<file path="config.mk">
export PLATFORM = sky130hd
export DESIGN_NAME = adcfmt_result_regs
export DESIGN_NICKNAME = d
export VERILOG_FILES = /design/src/adcfmt_pkg.sv /design/src/adcfmt_burst_pwr.sv /design/src/adcfmt_result_regs.sv
export VERILOG_INCLUDE_DIRS = /design/src
export SDC_FILE = /design/constraint.sdc
export NUM_CORES = 1
export LEC_CHECK = 0
export ABC_CLOCK_PERIOD_IN_PS = 3510
export BUFFER_PORTS_ARGS = -buffer_cell sky130_fd_sc_hd__buf_2
export CAP_MARGIN = 10
export CORE_ASPECT_RATIO = 0.5
export CORE_MARGIN = 2
export CORE_UTILIZATION = 55
export CTS_BUF_LIST = sky130_fd_sc_hd__clkbuf_4 sky130_fd_sc_hd__clkbuf_8 sky130_fd_sc_hd__clkbuf_16
export CTS_CLUSTER_SIZE = 8
export DETAILED_ROUTE_END_ITERATION = 6
export PLACE_DENSITY = 0.79
export SLEW_MARGIN = 0
export SYNTH_ARGS = -nofsm -noshare
export SYNTH_HDL_FRONTEND = slang
export SYNTH_SLANG_ARGS = --single-unit
</file>
<file path="constraint.sdc">
create_clock -name sys_clk -period 3.51 [get_ports sys_clk]
set_input_delay 0.5265 -clock sys_clk [delete_from_list [all_inputs] [get_ports sys_clk]]
set_output_delay 0.5265 -clock sys_clk [all_outputs]
set_load 0.01 [all_outputs]
</file>
<file path="src/adcfmt_consts.svh">
// Register addresses, field positions, reset values and timing counts
`ifndef ADCFMT_CONSTS_SVH
`define ADCFMT_CONSTS_SVH

// ************************************************************
// Register addresses
// ************************************************************
`define ADCFMT_ADDR_LOW        8'hBD
`define ADCFMT_ADDR_HIGH       8'hBE
`define ADCFMT_ADDR_TRACK      8'hBA

// ************************************************************
// Reset values
// ************************************************************
`define ADCFMT_RST_LOW         8'h00
`define ADCFMT_RST_HIGH        8'h00
`define ADCFMT_RST_TRACK       8'hFF
`define ADCFMT_RD_UNMAPPED     8'h00

// ************************************************************
// Tracking configuration fields
// ************************************************************
`define ADCFMT_PWR_HI          7
`define ADCFMT_PWR_LO          4
`define ADCFMT_TM_HI           3
`define ADCFMT_TM_LO           2
`define ADCFMT_TK_HI           1
`define ADCFMT_TK_LO           0

// ************************************************************
// Repeat select codes
// ************************************************************
`define ADCFMT_RPT_1           2'h0
`define ADCFMT_RPT_4           2'h1
`define ADCFMT_RPT_8           2'h2
`define ADCFMT_RPT_16          2'h3

// ************************************************************
// Power-up timing
// ************************************************************
`define ADCFMT_PWR_STEP_NS     400
`define ADCFMT_CLK_NS          40
`define ADCFMT_PWR_STEP_CYC    ((`ADCFMT_PWR_STEP_NS + `ADCFMT_CLK_NS - 1) / `ADCFMT_CLK_NS)

`endif

</file>
<file path="src/adcfmt_pkg.sv">
// Types shared by the result formatting logic
package adcfmt_pkg;

	// Burst power sequencer states
	typedef enum logic [1:0] {
		ADCFMT_PWR_OFF,
		ADCFMT_PWR_WARM,
		ADCFMT_PWR_BUSY
	} adcfmt_pwr_state_t;

endpackage : adcfmt_pkg

</file>
<file path="src/adcfmt_burst_pwr.sv">
// Burst-mode power sequencer with programmable startup delay
`timescale 1ns/1ns
`default_nettype none
`include "adcfmt_consts.svh"

module adcfmt_burst_pwr
	import adcfmt_pkg::*;
#(
	parameter int CNT_W = 8
) (
	input  wire logic       sys_clk,
	input  wire logic       sys_rst,
	input  wire logic       burst_mode_enable,
	input  wire logic       converter_enable,
	input  wire logic [3:0] burst_powerup_time,
	input  wire logic       conv_start,
	input  wire logic       conv_done,
	output logic            power_on_q,
	output logic            conv_go_q
);

	adcfmt_pwr_state_t  state_q, state_d;
	logic [CNT_W-1:0]   cnt_q, cnt_d;
	logic               power_on_d;
	logic               conv_go_d;
	logic [CNT_W-1:0]   step;
	logic [CNT_W-1:0]   delay;

	assign step  = CNT_W'(`ADCFMT_PWR_STEP_CYC);
	// Startup span (field + 1) steps, less the go cycle
	assign delay = CNT_W'((CNT_W'(burst_powerup_time) + 1'b1) * step - 1'b1);

	// ************************************************************
	// Next-state logic
	// ************************************************************
	always_comb begin
		state_d    = state_q;
		cnt_d      = cnt_q;
		power_on_d = converter_enable;
		conv_go_d  = conv_start && converter_enable;
		if (burst_mode_enable && converter_enable) begin
			state_d    = ADCFMT_PWR_OFF;
			power_on_d = 1'b1;
		end else if (burst_mode_enable) begin
			conv_go_d = 1'b0;
			case (state_q)
				ADCFMT_PWR_OFF: begin
					power_on_d = 1'b0;
					if (conv_start) begin
						state_d    = ADCFMT_PWR_WARM;
						cnt_d      = delay;
						power_on_d = 1'b1;
					end
				end
				ADCFMT_PWR_WARM: begin
					power_on_d = 1'b1;
					if (cnt_q == '0) begin
						conv_go_d = 1'b1;
						state_d   = ADCFMT_PWR_BUSY;
					end else begin
						cnt_d = cnt_q - 1'b1;
					end
				end
				ADCFMT_PWR_BUSY: begin
					power_on_d = !conv_done; // Back to low power
					if (conv_done) begin
						state_d = ADCFMT_PWR_OFF;
					end
				end
				default: begin
					state_d    = ADCFMT_PWR_OFF;
					power_on_d = 1'b0;
				end
			endcase
		end else begin
			state_d = ADCFMT_PWR_OFF;
		end
	end

	// Registers
	always_ff @(posedge sys_clk or posedge sys_rst) begin
		if (sys_rst) begin
			state_q    <= ADCFMT_PWR_OFF;
			cnt_q      <= '0;
			power_on_q <= 1'b0;
			conv_go_q  <= 1'b0;
		end else begin
			state_q    <= state_d;
			cnt_q      <= cnt_d;
			power_on_q <= power_on_d;
			conv_go_q  <= conv_go_d;
		end
	end

	// ************************************************************
	// Checks
	// ************************************************************
	property p_r9_go;
		@(posedge sys_clk) disable iff (sys_rst)
		(state_q == ADCFMT_PWR_WARM && cnt_q == '0 && burst_mode_enable
			&& !converter_enable) |=> conv_go_q && power_on_q;
	endproperty
	a_r9_go: assert property (p_r9_go)
		else $error("burst start not issued after warm-up");

	property p_r9_wake;
		@(posedge sys_clk) disable iff (sys_rst)
		(state_q == ADCFMT_PWR_OFF && conv_start && burst_mode_enable
			&& !converter_enable) |=> power_on_q && !conv_go_q;
	endproperty
	a_r9_wake: assert property (p_r9_wake)
		else $error("burst wake missing or go too early");

	property p_r10;
		@(posedge sys_clk) disable iff (sys_rst)
		(burst_mode_enable && converter_enable) [*2] |=> power_on_q;
	endproperty
	a_r10: assert property (p_r10)
		else $error("converter dropped power in enabled burst");

	c_warm: cover property (@(posedge sys_clk) disable iff (sys_rst)
		state_q == ADCFMT_PWR_WARM ##1 conv_go_q);

endmodule : adcfmt_burst_pwr
`default_nettype wire

</file>
<file path="src/adcfmt_result_regs.sv">
// Result formatting, data byte and tracking configuration registers
//
// What this block does
// Right-justify: high byte 4/6 bits by repeat
// Right-justify: high byte 7/8 bits by repeat
// Right-justify: unused high bits read zero
// Left-justify: high byte is result bits 11:4
// Software keeps repeat 00 when left-justifying
// Right-justify: low byte is sum bits 7:0
// Left-justify: low byte holds bits 3:0, zeros
// Tracking config eight bits, resets to FFh
// Burst, disabled: power up per start, delayed
// Burst, enabled: converter always stays powered
// Both bytes update together per completed result
`timescale 1ns/1ns
`default_nettype none
`include "adcfmt_consts.svh"

module adcfmt_result_regs
	import adcfmt_pkg::*;
#(
	parameter int SUM_W = 16
) (
	input  wire logic             sys_clk,
	input  wire logic             sys_rst,
	input  wire logic [7:0]       sfr_addr,
	input  wire logic             sfr_wr,
	input  wire logic [7:0]       sfr_wdata,
	input  wire logic             sfr_rd,
	output logic      [7:0]       sfr_rdata_q,
	input  wire logic [SUM_W-1:0] acc_result,
	input  wire logic             conv_done,
	input  wire logic             conv_start,
	input  wire logic             result_left_justify,
	input  wire logic [1:0]       accumulate_repeat_select,
	input  wire logic             burst_mode_enable,
	input  wire logic             converter_enable,
	output logic      [1:0]       track_mode_select,
	output logic      [1:0]       post_track_time,
	output logic                  converter_power_on,
	output logic                  conv_go
);

	logic [7:0] low_q, low_d;
	logic [7:0] high_q, high_d;
	logic [7:0] track_q, track_d;
	logic [7:0] rdata_d;
	logic [7:0] fmt_high;
	logic [7:0] fmt_low;
	logic       wr_low;
	logic       wr_high;
	logic       wr_track;

	// ************************************************************
	// Result formatting
	// ************************************************************
	always_comb begin
		if (result_left_justify) begin
			// Single conversion only; repeat select is held at 00
			fmt_high = acc_result[11:4];
			fmt_low  = {acc_result[3:0], 4'h0};
		end else begin
			fmt_low = acc_result[7:0];
			case (accumulate_repeat_select)
				`ADCFMT_RPT_1:  fmt_high = {4'h0, acc_result[11:8]};
				`ADCFMT_RPT_4:  fmt_high = {2'h0, acc_result[13:8]};
				`ADCFMT_RPT_8:  fmt_high = {1'h0, acc_result[14:8]};
				`ADCFMT_RPT_16: fmt_high = acc_result[15:8];
				default:        fmt_high = 8'h00;
			endcase
		end
	end

	// ************************************************************
	// Register file
	// ************************************************************
	assign wr_low   = sfr_wr && (sfr_addr == `ADCFMT_ADDR_LOW);
	assign wr_high  = sfr_wr && (sfr_addr == `ADCFMT_ADDR_HIGH);
	assign wr_track = sfr_wr && (sfr_addr == `ADCFMT_ADDR_TRACK);

	// Next values; a finished result beats a same-cycle software write
	always_comb begin
		low_d   = low_q;
		high_d  = high_q;
		track_d = track_q;
		if (conv_done) begin
			low_d  = fmt_low;
			high_d = fmt_high;
		end else begin
			if (wr_low) begin
				low_d = sfr_wdata;
			end
			if (wr_high) begin
				high_d = sfr_wdata;
			end
		end
		if (wr_track) begin
			track_d = sfr_wdata;
		end
		case (sfr_addr)
			`ADCFMT_ADDR_LOW:   rdata_d = low_q;
			`ADCFMT_ADDR_HIGH:  rdata_d = high_q;
			`ADCFMT_ADDR_TRACK: rdata_d = track_q;
			default:            rdata_d = `ADCFMT_RD_UNMAPPED;
		endcase
		if (!sfr_rd) begin
			rdata_d = sfr_rdata_q; // Hold last read
		end
	end

	// Registers
	always_ff @(posedge sys_clk or posedge sys_rst) begin
		if (sys_rst) begin
			low_q       <= `ADCFMT_RST_LOW;
			high_q      <= `ADCFMT_RST_HIGH;
			track_q     <= `ADCFMT_RST_TRACK;
			sfr_rdata_q <= `ADCFMT_RD_UNMAPPED;
		end else begin
			low_q       <= low_d;
			high_q      <= high_d;
			track_q     <= track_d;
			sfr_rdata_q <= rdata_d;
		end
	end

	// Tracking fields go straight out of the config flop
	assign track_mode_select = track_q[`ADCFMT_TM_HI:`ADCFMT_TM_LO];
	assign post_track_time   = track_q[`ADCFMT_TK_HI:`ADCFMT_TK_LO];

	// ************************************************************
	// Burst power sequencing
	// ************************************************************
	adcfmt_burst_pwr u_pwr (
		.sys_clk            (sys_clk),
		.sys_rst            (sys_rst),
		.burst_mode_enable  (burst_mode_enable),
		.converter_enable   (converter_enable),
		.burst_powerup_time (track_q[`ADCFMT_PWR_HI:`ADCFMT_PWR_LO]),
		.conv_start         (conv_start),
		.conv_done          (conv_done),
		.power_on_q         (converter_power_on),
		.conv_go_q          (conv_go)
	);

	// ************************************************************
	// Checks
	// ************************************************************
	property p_r1;
		@(posedge sys_clk) disable iff (sys_rst)
		(conv_done && !result_left_justify
			&& accumulate_repeat_select == `ADCFMT_RPT_4)
		|=> high_q == {2'h0, $past(acc_result[13:8])};
	endproperty
	a_r1: assert property (p_r1)
		else $error("high byte wrong for repeat of four");

	property p_r2;
		@(posedge sys_clk) disable iff (sys_rst)
		(conv_done && !result_left_justify
			&& accumulate_repeat_select == `ADCFMT_RPT_16)
		|=> high_q == $past(acc_result[15:8]);
	endproperty
	a_r2: assert property (p_r2)
		else $error("high byte wrong for repeat of sixteen");

	property p_r3;
		@(posedge sys_clk) disable iff (sys_rst)
		(conv_done && !result_left_justify
			&& accumulate_repeat_select == `ADCFMT_RPT_1)
		|=> high_q[7:4] == 4'h0 && high_q[3:0] == $past(acc_result[11:8]);
	endproperty
	a_r3: assert property (p_r3)
		else $error("single result high byte not zero-filled");

	property p_r4;
		@(posedge sys_clk) disable iff (sys_rst)
		(conv_done && result_left_justify)
		|=> high_q == $past(acc_result[11:4]);
	endproperty
	a_r4: assert property (p_r4)
		else $error("left-justified high byte wrong");

	property p_r6;
		@(posedge sys_clk) disable iff (sys_rst)
		(conv_done && !result_left_justify)
		|=> low_q == $past(acc_result[7:0]);
	endproperty
	a_r6: assert property (p_r6)
		else $error("right-justified low byte wrong");

	property p_r7;
		@(posedge sys_clk) disable iff (sys_rst)
		(conv_done && result_left_justify)
		|=> low_q[3:0] == 4'h0 && low_q[7:4] == $past(acc_result[3:0]);
	endproperty
	a_r7: assert property (p_r7)
		else $error("left-justified low byte wrong");

	property p_r8;
		@(posedge sys_clk) disable iff (sys_rst)
		wr_track ##1 (sfr_rd && sfr_addr == `ADCFMT_ADDR_TRACK)
		|=> sfr_rdata_q == $past(sfr_wdata, 2);
	endproperty
	a_r8: assert property (p_r8)
		else $error("tracking config does not read back");

	property p_r11;
		@(posedge sys_clk) disable iff (sys_rst)
		(!conv_done && !sfr_wr) |=> $stable(low_q) && $stable(high_q);
	endproperty
	a_r11: assert property (p_r11)
		else $error("data bytes changed without a result");

	c_left: cover property (@(posedge sys_clk) disable iff (sys_rst)
		conv_done && result_left_justify);
	c_rpt8: cover property (@(posedge sys_clk) disable iff (sys_rst)
		conv_done && accumulate_repeat_select == `ADCFMT_RPT_8);
	c_race: cover property (@(posedge sys_clk) disable iff (sys_rst)
		conv_done && (wr_low || wr_high));

endmodule : adcfmt_result_regs
`default_nettype wire

</file>
Word level (Yosys, flattened, before mapping)
Index checks and enable logic that the tools add are counted.
{ "word_totals": {"regBits": 44, "inputBits": 43, "out_inout_bits": 14} }
{ "classes": {"eq_ne": 13, "multipliers": 1, "muxes": 25, "addsub": 3, "n_bitwise": 1, "n_reduce_logical": 14} }
{ "ops": {"columns": ["operator", "n"], "rows": [
  ["2-to-1 mux 8 bit", 8],
  ["one-hot mux 8 bit (4 select lines)", 1],
  ["equality test 8 bit (second input constant)", 3],
  ["one-hot mux 8 bit (3 select lines)", 1],
  ["one-hot mux 8 bit (2 select lines)", 1],
  ["subtractor 8 x 1 -> 8 bit (second input constant)", 2],
  ["2-to-1 mux 2 bit", 5],
  ["logical NOT 8 bit", 1],
  ["multiplier 8 x 3 -> 7 bit (second input constant)", 1],
  ["!= test 4 x 3 -> 1 bit (second input constant)", 2],
  ["2-to-1 mux 1 bit", 7],
  ["equality test 2 bit (second input constant)", 3],
  ["one-hot mux 2 bit (3 select lines)", 1],
  ["nonzero test 2 bit", 3],
  ["adder 4 x 1 -> 5 bit (second input constant)", 1],
  ["logical AND 1 bit", 5],
  ["AND reduction 5 bit", 1],
  ["equality test 2 x 1 -> 1 bit (second input constant)", 2],
  ["logical NOT 2 bit", 2],
  ["!= test 2 bit (second input constant)", 2],
  ["!= test 4 x 2 -> 1 bit (second input constant)", 1],
  ["one-hot mux 1 bit (3 select lines)", 1],
  ["AND reduction 3 bit", 1],
  ["logical NOT 1 bit", 1],
  ["NOT 1 bit", 1]
]} }

Longest topological paths before layout
{ "logic_depth": {"ltp_word": 5, "mapped_depth": 15, "ltp_nobuf": 14} }

By module
From an unflattened synthesis, not the netlist that was laid out.
{ "unflattened": {"cells_unflattened": 301, "hier_area_um2": 2972.9} }
{ "by_module_without_submodules": {"columns": ["mod", "cells_per_inst", "area_each_um2", "instances"], "rows": [
  ["adcfmt_result_regs", 183, 1985.7, 1],
  ["adcfmt_burst_pwr", 118, 987.2, 1]
]} }

Least setup slack after synthesis
Ideal clock, no wire load.
{ "synth_path": {"path_type": "register to register", "from": "reg track_q[4]", "to": "reg u_pwr.cnt_q[7]", "t_required_ns": 3.434, "path_slack_ns": 0.722, "synth_period_minus_slack_ns": 2.788, "path_stages_with_launch": 15, "arrival_time_ns": 2.712, "path_cell_list": "dfstp_2 -> buf_4 -> and3_4 -> xor2_2 -> nor2_1 -> nor2_1 -> ha_1 -> inv_1 -> fa_1 -> xor2_1 -> or3_1 -> nand3_1 -> o21ai_0 -> xor2_1 -> o21ai_1"} }
{ "synth_between": {"elab_chain_len": 5} }
{ "synth_lines": {"columns": ["element", "line_no", "rtl"], "rows": [
  ["from (decl)", "adcfmt_result_regs.sv:46", "logic [7:0] track_q, track_d;"],
  ["from (signal assigned)", "adcfmt_result_regs.sv:116", "track_q <= `ADCFMT_RST_TRACK;"],
  ["from (signal assigned)", "adcfmt_result_regs.sv:121", "track_q <= track_d;"],
  ["adder 4 x 1 -> 5 bit", "adcfmt_burst_pwr.sv:31", "assign delay = CNT_W'((CNT_W'(burst_powerup_time) + 1'b1) * step - 1'b1);"],
  ["multiplier 8 x 3 -> 7 bit", "adcfmt_burst_pwr.sv:31", null],
  ["subtractor 8 x 1 -> 8 bit", "adcfmt_burst_pwr.sv:31", null],
  ["2-to-1 mux 8 bit", "adcfmt_burst_pwr.sv:49", "if (conv_start) begin"],
  ["one-hot mux 8 bit (2 select lines)", "adcfmt_burst_pwr.sv:46", "case (state_q)"],
  ["to (signal assigned)", "adcfmt_burst_pwr.sv:89", "cnt_q <= cnt_d;"],
  ["to (decl)", "adcfmt_burst_pwr.sv:23", "logic [CNT_W-1:0] cnt_q, cnt_d;"]
]} }
Every way passes these cells. The select of a mux whose other input is x is not followed.
A chain may end at the register's enable or synchronous reset.

Worst setup path in the final report
Same ends and word-level chain as after synthesis.

==> impl_summary.txt <==
----------------------------------------------------
[Status]
  Result of the run ... finished clean

[Global route]
  Wire length of the first global-routing pass ... 10300 µm
  Global-route usage over all layers ... 0.240
  Total gr overflow ... 0
  Initial antenna violation count ... 0
  Pin count of the biggest net entering global routing ... 45
  Number of global-route vias before repair ... 2217

[Finish]
  Most common library cell in the layout ignoring fill and taps ... sky130_fd_sc_hd__buf_2
  Synth-to-Final Area Change ... 13.6%
  Diode count ... 0
  Net count, final ... 400
  Most frequent cells in the layout ... sky130_fd_sc_hd__buf_2, sky130_fd_sc_hd__dfrtp_1, sky130_fd_sc_hd__nand2_1, sky130_fd_sc_hd__nor2_1, sky130_fd_sc_hd__o21ai_0
  Fraction of layout instances using a drive strength above 1 ... 0.283
  Final core occ ... 0.643

[Route]
  Total detailed-routing wirelength ... approximately 6300 µm
  Detailed-route via count ... 2370
  Per-cell via count in the routed design ... 5.64
  Antenna Nets Post-Route ... 0
  Iteration count of the initial detailed-routing pass ... 4
  WL/cell ... between 15 and 20 µm
  Detailed router's first-iteration violation count ... 132
  DRC Markers ... 0

[Placed design]
  Worst slack at placement ... between 0.3 and 0.4 ns
  Port Buffer Count ... 56
  Half-perimeter wire length of the detailed placement result ... roughly 4800 µm
  Final weighted congestion in routability-driven placement ... 0.827

[Synth]
  Gate count of the mapped netlist ... 301
  Fraction of the mapped netlist area in simple logic gates ... 0.157
  Largest family of logic cells by synthesized area ... compound AO/OA/AOI/OAI gates
  Synthesized area ... about 0.0028 mm²
  Synth Area in XOR/XNOR ... 0.0345
  Sequential-to-total area share from yosys stat ... 0.403
  Count of flip-flops with a built-in enable after synthesis ... 0
  Count of synthesis-stage warnings from yosys ... 0
  Seq cells post-synth ... 44
  Syn nets ... 352
  Number of different library cells in the post-synthesis netlist ... 59
  Multiplexer fraction of the synthesized cell area ... 0.0817
  Adder-cell share of the synthesized area ... 0.0391
  Dominant synthesized flop cell ... sky130_fd_sc_hd__dfrtp_1
  Post-synth ARST share ... 1.00
  Area fraction in compound gates after synthesis ... 0.222
  Post-Syn Area per Cell ... 9.15 µm²

[Power and ir drop]
  Overall Power ... 1.18 mW
  PD cells ... 378 mW/mm²
  Peak supply drop ... roughly 0.00018 V
  Leakage power total ... approximately 1.4 nW

[Clocking]
  H-tree Lvls ... 2
  Post-CTS setup repair buffer count ... 0
  Number of sinks on the clock net ... 44
  Clock-pin transition on the worst setup and hold timing paths ... approximately 0.090 ns
  CTS Root Buffer Type ... sky130_fd_sc_hd__clkbuf_8
  Clock latency of the later-clocked register in the worst-skew pair ... 0.31 ns
  CTS tree ... yes
  Maximum clock path buffer count ... 2
  Cts bufs inserted ... 5
  Count of hold-fix buffers inserted at cts ... 0
  # resized after CTS ... 0

[Timing]
  Final clock period utilization by the worst path ... 0.915
  Final setup violating endpoints ... 0
  Worst slew margin relative to its limit ... 0.526
  Hold Worst Slack ... about 0.35 ns
  Final max-slew violation count ... 0
  Setup repair after global routing missed its margin ... false
  Worst setup skew after layout ... approximately 0.0087 ns
  Final Hold Fails ... 0
  Setup slack of the critical path after layout ... ~0.30 ns
  Sum of negative setup slack ... 0 ns
  Fmax ... roughly 310 MHz
  Transition time at the pin with the least slew margin ... approximately 0.71 ns
  Shortest clock period the worst path allows after layout ... 3.21 ns

[Floorplan]
  Die outline width ... around 100 µm
  Effective utilization at floorplan ... 0.566
  Core Rows ... 18
  Core Box Area ... 0.00486 mm²
  Top-level I/O count ... between 50 and 60
  Die area ... roughly 0.0056 mm²
  Die H ... around 54 µm

[Min path]
  Min-delay worst type ... in -> async

[Critical path]
  Maximum fanout along the worst path ... 9
  CP required ... between 3 and 4 ns
  Critical path data arrival time ... ~3.4 ns
  Sort of element at the start of the critical path ... flip-flop
  Library cell contributing the largest single delay on the critical path ... sky130_fd_sc_hd__dfstp_2
  Crit Path Class ... reg -> reg
  Sequence of cells on the critical path ... ha_1 -> xor2_1 -> ha_1 -> ha_1 -> inv_1 -> fa_1 -> xor2_1 -> or3_1 -> nand3_1 -> o21ai_0 -> xor2_1 -> o21ai_1
  Element type at the critical path end ... flip-flop
  Largest stage delay on the critical path ... around 0.63 ns
  Register-to-Register Setup Slack ... between 0.2 and 0.3 ns

[Job]
  Max-cap violation count ... 0

----------------------------------------------------
## cells in the mapped netlist, types with 3 or more instances
| master | instances | area, µm² |
|---|---|---|
| sky130_fd_sc_hd__nand2_1 | 27 | 101 |
| sky130_fd_sc_hd__mux2i_1 | 9 | 90.1 |
| sky130_fd_sc_hd__nand3_1 | 5 | 25.0 |
| sky130_fd_sc_hd__a22oi_1 | 6 | 45.0 |
| sky130_fd_sc_hd__a21o_1 | 4 | 30.0 |
| sky130_fd_sc_hd__a31oi_1 | 3 | 18.8 |
| sky130_fd_sc_hd__clkbuf_1 | 6 | 22.5 |
| sky130_fd_sc_hd__nand2b_1 | 3 | 18.8 |
| sky130_fd_sc_hd__o21ai_0 | 26 | 130 |
| sky130_fd_sc_hd__mux2_2 | 12 | 135 |
| sky130_fd_sc_hd__buf_4 | 5 | 37.5 |
| sky130_fd_sc_hd__a32oi_1 | 3 | 26.3 |
| sky130_fd_sc_hd__nor2b_1 | 5 | 31.3 |
| sky130_fd_sc_hd__nor3_1 | 4 | 20.0 |
| sky130_fd_sc_hd__ha_1 | 7 | 87.6 |
| sky130_fd_sc_hd__a21oi_1 | 22 | 110 |
| sky130_fd_sc_hd__buf_2 | 3 | 15.0 |
| sky130_fd_sc_hd__inv_1 | 20 | 75.1 |
| sky130_fd_sc_hd__nor2_1 | 26 | 97.6 |
| sky130_fd_sc_hd__o211ai_1 | 3 | 22.5 |
| sky130_fd_sc_hd__o22ai_1 | 8 | 50.1 |
| sky130_fd_sc_hd__a211oi_1 | 4 | 30.0 |
| sky130_fd_sc_hd__xor2_1 | 7 | 61.3 |
| sky130_fd_sc_hd__dfstp_2 | 8 | 210 |
| sky130_fd_sc_hd__dfrtp_1 | 36 | 901 |
## worst max-delay path: cells and delay by family, from the launching register on
family,cells,cell delay [ns]
buffers and inverters,1,0.06
AND/OR/NAND/NOR,2,0.26
adder cells (fa/ha/maj),4,1.09
AO/OA/AOI/OAI,2,0.31
XOR/XNOR,3,0.76
flip-flops,1,0.63
## state kept, by name (all words and copies together) (netlist names)
name	count
low_q	8
u_pwr.power_on_q	1
u_pwr.state_q	2
high_q	8
u_pwr.cnt_q	8
track_q	8
u_pwr.conv_go_q	1
sfr_rdata_q	8
## area by class of cell
cell class                 instances  area (µm²)
tap                               70        87.6
multi-input combinational        220        1470
sequential                        44        1110
clock buffer                       6        76.3
inverter                          20        75.1
fill                             401        1740
timing repair buffer              58         295
clock inverter                     2        12.5
## final timing paths
check | endpoint | cells past startpoint | from
worst max register to register | u_pwr.cnt_q[7]$_DFFE_PP0P_ | 12 | track_q[4]$_DFFE_PP1P_
max in group asynchronous | track_q[7]$_DFFE_PP1P_ | 3 | sys_rst
worst max-delay path | u_pwr.cnt_q[7]$_DFFE_PP0P_ | 12 | track_q[4]$_DFFE_PP1P_
min in group sys_clk | u_pwr.power_on_q$_DFF_PP0_ | 2 | converter_enable
worst min-delay path | sfr_rdata_q[4]$_DFFE_PP0P_ | 3 | sys_rst
worst min register to register | high_q[7]$_DFFE_PP0P_ | 2 | high_q[7]$_DFFE_PP0P_
## cell families after synthesis
logic type | Yosys count
compound gates | 95
simple gates | 86
fa+ha+maj | 8
buf+inv | 37
mux | 21
xor+xnor | 10
flops | 44
## power breakdown
group / switching [mW] / internal [mW] / leakage (nW)
clock network: 0.184 / 0.147 / 0.0446
logic: 0.136 / 0.108 / 0.858
registers: 0.0507 / 0.557 / 0.538
## routing by layer
layer / track usage / up-vias / share of wire
li1: - / 1155 / -
met1: 0.284 / 1146 / 0.42
met2: 0.461 / 58 / 0.52
met3: 0.0654 / 11 / 0.051
met4: 0.0405 / 0 / 0.013
met5: 0 / - / 0
## per-stage QoR
stage               cell area [µm²]  std cells
floorplan                      2760        301
global placement               3040        412
detailed placement             3040        412
CTS                            3130        420
global route                   3130        420
finish                         3130        420
Power figures use the tool's default switching activity.
